==> src/common/hics_map.vh <==
// Constants for the haptic command slave: address, commands, revision.
// Assumes inclusion by bare name from design and testbench files.
`ifndef HICS_MAP_VH
`define HICS_MAP_VH
`define HICS_SLAVE_ADDR    7'h10
`define HICS_LAST_EFFECT   8'h0D
`define HICS_CMD_REVISION  8'h0E
`define HICS_CMD_ABORT     8'h0F
`define HICS_REV_BYTES     2
// Arbitrary revision value
`define HICS_REV_DEFAULT   16'h0100
`endif

==> src/design/hics_command_slave.v <==
// Serial-bus command slave: receives two-byte haptic commands, checks
// them, and issues effect and abort actions at the Stop, revision at a Restart.
// Assumes an external pull-up on the data line and a slow bus clock
// relative to clk (several clk cycles per bus clock phase).
`timescale 1ns/10ps
`include "hics_map.vh"

// How it works
// - Data rising while clock high is a Stop, ending the transfer.
// - Stop returns the serial logic to idle, awaiting a new Start.
// - Any format violation abandons the frame; nothing is acted on.
// - Extra Start or Stop aborts the frame in progress.
// - First byte holds address 0010000 plus direction; only it matches.
// - Effects 0x00..0x0D; second byte is two's complement of first.
// - Effect playback starts only once the closing Stop completes.
// - Abort pair 0x0F 0xF1 stops playback at the closing Stop.
// - Revision pair 0x0E 0xF2 then Restart stages revision bytes for a read.
// - Revision read starts at the top byte and advances per byte.
// - Bytes keep coming while the master acknowledges each one.
// - Restart or Stop in a data bit position cancels the command.
// - Commands failing the complement check are discarded.
// - Write actions fire only after full valid command and Stop.
// - Undefined command releases data and ignores bus until Start.
// - Acknowledge matching address, a read only with revision staged; never general call or others.
// - Data falling while clock high is a Start.
module hics_command_slave #(
  parameter [15:0] REV_VALUE = `HICS_REV_DEFAULT
) (
  // Clock and reset
  input  wire       clk,
  input  wire       resetn,
  // Serial bus pins
  input  wire       sclIn,
  input  wire       sdaIn,
  output reg        sdaOut,
  output reg        sdaOe,
  // Haptic actions
  output reg        effectStart,
  output reg  [3:0] effectIndex,
  output reg        effectAbort,
  output reg        busy
);
  localparam [6:0] S_IDLE = 7'h01;
  localparam [6:0] S_ADDR = 7'h02;
  localparam [6:0] S_AACK = 7'h04;
  localparam [6:0] S_WBYT = 7'h08;
  localparam [6:0] S_WACK = 7'h10;
  localparam [6:0] S_RBYT = 7'h20;
  localparam [6:0] S_RACK = 7'h40;

  wire sclLvl;
  wire sclRise;
  wire sclFall;
  wire sdaLvl;
  wire sdaRise;
  wire sdaFall;

  hics_pin_sync uSclSync (
    .clk    (clk),
    .resetn (resetn),
    .pinIn  (sclIn),
    .level  (sclLvl),
    .rise   (sclRise),
    .fall   (sclFall)
  );

  hics_pin_sync uSdaSync (
    .clk    (clk),
    .resetn (resetn),
    .pinIn  (sdaIn),
    .level  (sdaLvl),
    .rise   (sdaRise),
    .fall   (sdaFall)
  );

  reg [6:0] state_q;
  reg [2:0] bitCnt_q;
  reg [7:0] shift_q;
  reg [7:0] cmd_q;
  reg       byteIdx_q;
  reg       cmdValid_q;
  reg       revReady_q;
  reg       readMode_q;
  reg       revIdx_q;
  reg       ackDrive_q;
  reg       masterAck_q;

  wire startCond = sdaFall & sclLvl;
  wire stopCond  = sdaRise & sclLvl;

  // True when the second byte is the two's complement of the first
  function cmpl_ok;
    input [7:0] first;
    input [7:0] second;
    begin
      cmpl_ok = ((first + second) == 8'h00);
    end
  endfunction

  // Revision byte selected by index, top byte first
  function [7:0] rev_byte;
    input [15:0] rev;
    input        idx;
    begin
      rev_byte = idx ? rev[7:0] : rev[15:8];
    end
  endfunction

  wire [7:0] rxByte = {shift_q[6:0], sdaLvl};
  // Next revision byte for a read that the master acknowledged
  wire [7:0] nextRev = rev_byte(REV_VALUE, ~revIdx_q);

  always @(posedge clk) begin
    if (!resetn) begin
      state_q     <= S_IDLE;
      bitCnt_q    <= 3'h0;
      shift_q     <= 8'h00;
      cmd_q       <= 8'h00;
      byteIdx_q   <= 1'b0;
      cmdValid_q  <= 1'b0;
      revReady_q  <= 1'b0;
      readMode_q  <= 1'b0;
      revIdx_q    <= 1'b0;
      ackDrive_q  <= 1'b0;
      masterAck_q <= 1'b0;
      sdaOut      <= 1'b1;
      sdaOe       <= 1'b0;
      effectStart <= 1'b0;
      effectIndex <= 4'h0;
      effectAbort <= 1'b0;
      busy        <= 1'b0;
    end else begin
      effectStart <= 1'b0;
      effectAbort <= 1'b0;
      if (stopCond) begin
        // Only a complete, checked write command acts here
        if (cmdValid_q && !readMode_q) begin
          if (cmd_q <= `HICS_LAST_EFFECT) begin
            effectStart <= 1'b1;
            effectIndex <= cmd_q[3:0];
            busy        <= 1'b1;
          end else if (cmd_q == `HICS_CMD_ABORT) begin
            effectAbort <= 1'b1;
            busy        <= 1'b0;
          end
        end
        state_q    <= S_IDLE;
        cmdValid_q <= 1'b0;
        revReady_q <= 1'b0;
        readMode_q <= 1'b0;
        sdaOe      <= 1'b0;
        sdaOut     <= 1'b1;
      end else if (startCond) begin
        // A Start mid-byte cancels; a pending revision survives a Restart
        // The clock rise ahead of a Restart has already clocked in one bit
        if (!(cmdValid_q && cmd_q == `HICS_CMD_REVISION &&
              state_q == S_WBYT && bitCnt_q == 3'h1))
          revReady_q <= 1'b0;
        else
          revReady_q <= 1'b1;
        cmdValid_q <= 1'b0;
        state_q    <= S_ADDR;
        bitCnt_q   <= 3'h0;
        byteIdx_q  <= 1'b0;
        readMode_q <= 1'b0;
        sdaOe      <= 1'b0;
        sdaOut     <= 1'b1;
      end else begin
        case (state_q)
          S_IDLE: begin
            sdaOe <= 1'b0;
          end
          S_ADDR: begin
            if (sclRise) begin
              shift_q  <= rxByte;
              bitCnt_q <= bitCnt_q + 3'h1;
              if (bitCnt_q == 3'h7) begin
                // Read without a staged revision is not a defined command
                if (rxByte[7:1] == `HICS_SLAVE_ADDR &&
                    (!rxByte[0] || revReady_q)) begin
                  state_q    <= S_AACK;
                  readMode_q <= rxByte[0];
                  revIdx_q   <= 1'b0;
                  ackDrive_q <= 1'b0;
                end else begin
                  state_q <= S_IDLE;
                end
              end
            end
          end
          S_AACK: begin
            if (sclFall && !ackDrive_q) begin
              sdaOut     <= 1'b0;
              sdaOe      <= 1'b1;
              ackDrive_q <= 1'b1;
            end else if (sclFall && ackDrive_q) begin
              ackDrive_q <= 1'b0;
              bitCnt_q   <= 3'h0;
              if (readMode_q) begin
                shift_q <= rev_byte(REV_VALUE, revIdx_q);
                sdaOut  <= REV_VALUE[15];
                sdaOe   <= ~REV_VALUE[15];
                state_q <= S_RBYT;
              end else begin
                sdaOe   <= 1'b0;
                sdaOut  <= 1'b1;
                state_q <= S_WBYT;
              end
            end
          end
          S_WBYT: begin
            // A whole bit after a checked pair can only be a third byte;
            // a Stop after the pair still sees one clock rise, so wait
            // for the fall before deciding
            if (sclFall && cmdValid_q && bitCnt_q != 3'h0) begin
              cmdValid_q <= 1'b0;
              state_q    <= S_IDLE;
            end else if (sclRise) begin
              shift_q  <= rxByte;
              bitCnt_q <= bitCnt_q + 3'h1;
              if (bitCnt_q == 3'h7) begin
                if (!byteIdx_q) begin
                  cmd_q <= rxByte;
                  if (rxByte > `HICS_CMD_ABORT)
                    state_q <= S_IDLE;
                  else
                    state_q <= S_WACK;
                end else if (cmpl_ok(cmd_q, rxByte)) begin
                  cmdValid_q <= 1'b1;
                  state_q    <= S_WACK;
                end else begin
                  state_q <= S_IDLE;
                end
              end
            end
          end
          S_WACK: begin
            if (sclFall && !ackDrive_q) begin
              sdaOut     <= 1'b0;
              sdaOe      <= 1'b1;
              ackDrive_q <= 1'b1;
            end else if (sclFall && ackDrive_q) begin
              ackDrive_q <= 1'b0;
              sdaOe      <= 1'b0;
              sdaOut     <= 1'b1;
              bitCnt_q   <= 3'h0;
              // Only a Stop or Restart may follow the second byte
              byteIdx_q  <= 1'b1;
              state_q    <= S_WBYT;
            end
          end
          S_RBYT: begin
            if (sclFall) begin
              bitCnt_q <= bitCnt_q + 3'h1;
              if (bitCnt_q == 3'h7) begin
                sdaOe   <= 1'b0; // Release for master acknowledge
                sdaOut  <= 1'b1;
                state_q <= S_RACK;
              end else begin
                sdaOut  <= shift_q[6];
                sdaOe   <= ~shift_q[6];
                shift_q <= {shift_q[6:0], 1'b0};
              end
            end
          end
          S_RACK: begin
            if (sclRise)
              masterAck_q <= ~sdaLvl;
            if (sclFall) begin
              bitCnt_q <= 3'h0;
              if (masterAck_q) begin
                // Alternate bytes until a master not-acknowledge, Stop or Restart
                shift_q  <= nextRev;
                sdaOut   <= nextRev[7];
                sdaOe    <= ~nextRev[7];
                revIdx_q <= ~revIdx_q;
                state_q  <= S_RBYT;
              end else begin
                state_q <= S_IDLE;
              end
            end
          end
          default: begin
            state_q <= S_IDLE;
            sdaOe   <= 1'b0;
          end
        endcase
      end
    end
  end
endmodule

==> src/design/hics_pin_sync.v <==
// Two-flop synchroniser with edge detection for the serial bus pins.
// Assumes asynchronous pin levels; idle state of both lines is high.
`timescale 1ns/10ps
module hics_pin_sync (
  // Clock and reset
  input  wire clk,
  input  wire resetn,
  // Raw pin level
  input  wire pinIn,
  // Synchronised level and edges
  output reg  level,
  output wire rise,
  output wire fall
);
  reg meta_q;
  reg prev_q;

  // First flop only feeds the second
  always @(posedge clk) begin
    if (!resetn) begin
      meta_q <= 1'b1;
      level  <= 1'b1;
      prev_q <= 1'b1;
    end else begin
      meta_q <= pinIn;
      level  <= meta_q;
      prev_q <= level;
    end
  end

  assign rise = level & ~prev_q;
  assign fall = ~level & prev_q;
endmodule

==> config.mk <==
export PLATFORM = sky130hd
export DESIGN_NAME = hics_command_slave
export DESIGN_NICKNAME = d
export VERILOG_FILES = /design/src/design/hics_command_slave.v /design/src/design/hics_pin_sync.v
export VERILOG_INCLUDE_DIRS = /design/src /design/src/common
export SDC_FILE = /design/constraint.sdc
export NUM_CORES = 1
export LEC_CHECK = 0
export BUFFER_PORTS_ARGS = -buffer_cell sky130_fd_sc_hd__clkbuf_2
export CELL_PAD_IN_SITES_DETAIL_PLACEMENT = 1
export CELL_PAD_IN_SITES_GLOBAL_PLACEMENT = 1
export CORE_MARGIN = 3
export CORE_UTILIZATION = 35
export CTS_BUF_LIST = sky130_fd_sc_hd__clkbuf_8
export CTS_CLUSTER_DIAMETER = 150
export CTS_CLUSTER_SIZE = 8
export DETAILED_ROUTE_END_ITERATION = 6
export HOLD_SLACK_MARGIN = 0.03
export PLACE_DENSITY_LB_ADDON = 0.05
export SLEW_MARGIN = 20
export SYNTH_ARGS = -nofsm -noshare
export SYNTH_HDL_FRONTEND = slang
export SYNTH_HIERARCHICAL = 1
export SYNTH_SLANG_ARGS = --single-unit
==> constraint.sdc <==
create_clock -name clk -period 3 [get_ports clk]
set_input_delay 0.6 -clock clk [delete_from_list [all_inputs] [get_ports clk]]
set_output_delay 0.6 -clock clk [all_outputs]
set_load 0.005 [all_outputs]
# [Yosys cells after proc, flatten, opt, wreduce, memory -nomap -nowiden]
# Index checks and enable logic that the tools add are counted.
# Widths: inputs -> output; s select.
[word_totals] reg_bits=48 inputBits=4 out_inout_bits=9
[op_classes] add_sub_neg=2 order_cmp=2 eq_ne=47 mux=80 bitwise_logic=21 reduce_logical=48
[op_table] operator="$mux 7" count=13
[op_table] operator="$mux 8" count=9
[op_table] operator="$pmux 7 s7" count=1
[op_table] operator="$pmux 8 s5" count=1
[op_table] operator="$ne 3x3->1 const B" count=13
[op_table] operator="$mux 1" count=38
[op_table] operator="$ne 2x2->1 const B" count=16
[op_table] operator="$mux 3" count=8
[op_table] operator="$reduce_and 12->1" count=2
[op_table] operator="$reduce_and 7->1" count=3
[op_table] operator="$reduce_bool 2->1" count=9
[op_table] operator="$eq 8x4->1 const B" count=2
[op_table] operator="$pmux 3 s5" count=1
[op_table] operator="$eq 7x5->1 const B" count=2
[op_table] operator="$not 1->1" count=14
[op_table] operator="$mux 6" count=2
[op_table] operator="$reduce_and 4->1" count=3
[op_table] operator="$reduce_and 6->1" count=2
[op_table] operator="$reduce_and 11->1" count=1
[op_table] operator="$mux 5" count=2
[op_table] operator="$logic_and 1x1->1" count=9
[op_table] operator="$ne 3x1->1 const B" count=3
[op_table] operator="$reduce_and 3->1" count=3
[op_table] operator="$add 8x8->8" count=1
[op_table] operator="32 further kinds" count=42

# [Logic depth before layout (Yosys ltp)]
[logic_depth] ltp_word=9 ltp_mapped=10

# [By module]
# Netlist, hierarchy kept.
[modules_own_cells] module="hics_command_slave" instances=1 cells_per_inst=299 area_each_um2=2441.1 seq_area_each_um2=820.8
[modules_own_cells] module="hics_pin_sync" instances=2 cells_per_inst=8 area_each_um2=91.3 seq_area_each_um2=60.1

# [Least setup slack after synthesis]
# Ideal clock, no wire load.
[synth_path] path_type="flip-flop to flip-flop" start="register state_q[5]" end="register ackDrive_q" arrival_ps=2312 slack_ps=566 stages_incl_launch_ff=10 path_cell_list="dfxtp_1 or4_1 buf_2 nor3_1 nand3_1 and4_1 buf_2 o21a_1 a31oi_1 o22ai_1"
[synth_via] elab_chain_len=4
[synth_lines] element="start, declared" line_no="hics_command_slave.v:76" text="reg [6:0] state_q;"
[synth_lines] element="start signal, assigned" line_no="hics_command_slave.v:115" text="state_q <= S_IDLE;"
[synth_lines] element="start signal, assigned" line_no="hics_command_slave.v:147" text="state_q <= S_IDLE;"
[synth_lines] element="start signal, assigned" line_no="hics_command_slave.v:162" text="state_q <= S_ADDR;"
[synth_lines] element="$eq 7x5->1 or $eq 7x3->1 (tied branches)" line_no="hics_command_slave.v:169" text="case (state_q)"
[synth_lines] element="$reduce_or 2->1 (no source line)"
[synth_lines] element="$ne 3x1->1 (no source line) or $reduce_bool 2->1 (tied branches)"
[synth_lines] element="$reduce_and 7->1 (no source line)"
[synth_lines] element="end signal, assigned" line_no="hics_command_slave.v:184" text="ackDrive_q <= 1'b0;"
[synth_lines] element="end signal, assigned" line_no="hics_command_slave.v:195" text="ackDrive_q <= 1'b1;"
[synth_lines] element="end signal, assigned" line_no="hics_command_slave.v:197" text="ackDrive_q <= 1'b0;"
[synth_lines] element="end, declared" line_no="hics_command_slave.v:85" text="reg ackDrive_q;"
# Several ways; a longest one is shown, not always the timed one.
# A chain may end at the register's enable or synchronous reset.

# [Final worst setup path]
[layout_path] start="register state_q[2]" end="register ackDrive_q"
# Same word-level chain as after synthesis.

==> impl_metrics.env <==
export IMPL_via_per_inst=5.46
export IMPL_synthTopCellsByArea="dfxtp_1 36%, mux2i_1 6.5%, ha_1 5.2%"
export IMPL_clkTransAtPathRegs_ps=100
export IMPL_syn_to_final_growth_pct=12.2
export IMPL_p_per_area_nw_per_um2=467
export IMPL_grt_pass1_vias=2445
export IMPL_final_nets=350
export IMPL_synth_edf_count=0
export IMPL_critPathTopFamily="simple AND/OR/NAND/NOR gates"
export IMPL_min_path_type="reg2reg"
export IMPL_tns_ps=0
export IMPL_critPathMaxFanout=9
export IMPL_synth_nets=331
export IMPL_mostFrequentLayoutCells="47 x dfxtp_1, 26 x nor2_1, 23 x nand2_1"
export IMPL_cts_root_buf="clkbuf_8"
export IMPL_drive_gt1_frac=0.110
export IMPL_core_um2=7020
export IMPL_cts_buffer_depth=2
export IMPL_status="finished, final reports clean"
export IMPL_ys_seq_area_frac=0.359
export IMPL_pwr_share_seq=0.480
export IMPL_synth_top_area_cell="dfxtp_1"
export IMPL_wl_per_cell_um=18.0
export IMPL_synth_top_area_frac=0.359
export IMPL_crit_buf_inv=0
export IMPL_globalplace_congestion=0.885
export IMPL_drt_pass1_iter_count=4
export IMPL_post_route_util=0.419
export IMPL_synth_seq_cells=47
export IMPL_p_clk_frac=0.294
export IMPL_h_tree_depth=2
export IMPL_dr_wl_met2_um=3450
export IMPL_die_x_um=92.6
export IMPL_switchingPower_mw=0.441
export IMPL_max_cap_viol_count=0
export IMPL_final_hold_violation_count=0
export IMPL_cts_sinks=47
export IMPL_yosysWarningCount=6
export IMPL_relSlewSlack=0.594
export IMPL_rsz0062_at_grt="false"
export IMPL_vias=2354
export IMPL_ys_flop_type="dfxtp_1"
export IMPL_fin_crit_ps=2660
export IMPL_avgSynthCellArea_um2=8.33
export IMPL_path_class="reg2reg"
export IMPL_io_buffers=12
export IMPL_ios=13
export IMPL_initial_core_util=0.374
export IMPL_critical_path_slowest_cell="or4_1"
export IMPL_dieArea_um2=8570
export IMPL_ir_drop_v=0.000217
export IMPL_cts_buffers=5
export IMPL_grt_pass1_wl_um=13100
export IMPL_die_h_um=92.6
export IMPL_stdcell_area_um2=2940
export IMPL_rows=30
export IMPL_arrival_ps=2860
export IMPL_layout_worst_path_cycle_share=0.887
export IMPL_fmax_mhz=376
export IMPL_layout_commonest_cell="dfxtp_1"
export IMPL_dp_hpwl_um=5910
export IMPL_remaining_drc_errors=0
export IMPL_placedInstanceArea_um2=2850
export IMPL_worst_endpoint_required_ps=3200
export IMPL_setup_violations=0
export IMPL_drt_iter0_markers=174
export IMPL_insertion_delay_ps=310
export IMPL_power_total_mw=1.37
export IMPL_crit_chain="or4_1 > nor3_1 > a22oi_1 > and4_1 > o21a_1 > a31oi_1 > o22ai_1"
export IMPL_cts_resized=0
export IMPL_routed_wl_met3_um=454
export IMPL_antenna_left=0
export IMPL_wirelength_um=7780
export IMPL_p_leak_nw=1.06
export IMPL_cts_tree="built"
export IMPL_synth_cell_type_count=48
export IMPL_synth_area_um2=2620
export IMPL_cp_end_kind="flop"
export IMPL_slowest_delay_ps=640
export IMPL_p_int_mw=0.933
export IMPL_grt_overflow_total=0
export IMPL_dpl_cell_count=423
export IMPL_switching_share=0.321
export IMPL_met1Wirelength_um=3790
export IMPL_worstMarginPinSlew_ps=605
export IMPL_async_flop_share=0
export IMPL_grt_antenna_before_repair=0
export IMPL_diodes=0
export IMPL_stdcell_count=431
export IMPL_finClkSkew_ps=7.07
export IMPL_pwr_share_comb=0.225
export IMPL_track_usage=0.194
export IMPL_synthCells=315
export IMPL_post_cts_buffers=0
export IMPL_postCtsHoldBufs=0
export IMPL_grt_max_degree=26
export IMPL_start_kind="flop"
export IMPL_highest_layer="met4"
export IMPL_drv_slew=0
## sequential cells by signal, indices dropped and copies added, names as in the netlist, 3 cells and up
register	cells
state_q	7
effectIndex	4
shift_q	7
bitCnt_q	3
cmd_q	8
## logic make-up after synthesis
family	Yosys count	share of synthesized area
DFF	47	0.359
AOI/OAI and AO/OA	72	0.175
and+or+nand+nor	137	0.281
xor gates and xnor gates	7	0.0234
muxes	18	0.0691
buffers and inverters	22	0.0329
adders and majority gates	12	0.0601
## power by group through the flow
stage	logic (mW)	registers (mW)	clock network [mW]
4_1_cts	0.308	0.660	0.419
3_3_place_gp	0.310	0.673	0
2_1_floorplan	0.229	0.672	0
3_5_place_dp	0.306	0.674	0
5_1_grt	0.353	0.663	0.443
6_report	0.310	0.660	0.404
## cells in the mapped netlist, drive strengths merged, types with 3 or more instances
master,count
and3,3
ha,11
o21a,4
o21ai,23
nor3b,3
or3,5
a21oi,13
a31oi,4
or4,3
nor3,12
a21boi,3
a22o,3
inv,9
nand3,14
buf,5
nand2,23
dfxtp,47
mux2i,17
o22ai,4
nor2,26
o2111ai,3
nor4,6
nor2b,22
xnor2,7
clkbuf,8
nand2b,13
## worst reg2reg max path, stage by stage, from the launching register on
cell and delay, ps:
dfxtp_1 390, or4_1 640, nor3_1 470, a22oi_1 180, and4_1 350, o21a_1 240, a31oi_1 180, o22ai_1 100
## worst paths after layout
| path | start | to | slack [ps] | cells after the start |
|---|---|---|---|---|
| worst max-delay path | state_q[2] | ackDrive_q | 340 | 7 |
| worst min-delay path | uSdaSync/meta_q | uSdaSync/level | 420 | 1 |
| worst max register to register | state_q[2] | ackDrive_q | 340 | 7 |
| worst min register to register | uSdaSync/meta_q | uSdaSync/level | 420 | 1 |
## metal layers
metal  GRT usage  vias to the layer above
met5           0                        -
li1            -                     1167
met3      0.0325                        7
met1       0.288                     1126
met2       0.290                       54
met4      0.0495                        0
## area by class of cell
class	instances	area (um2)
repair buffers	25	158
multi-input cells	246	1600
clock buffers	5	68.8
well taps	96	120
fillers	869	4080
inverters	9	33.8
flip-flops and latches	47	941
clock inverters	3	25.0
## per-stage QoR
stage          setup slack (ps)  hold WS (ps)
2_1_floorplan               566           386
3_3_place_gp                443           393
3_5_place_dp                425           397
4_1_cts                     387           422
5_1_grt                     165           452
6_report                    338           419
Note: power is estimated with default switching activity, not from simulation.
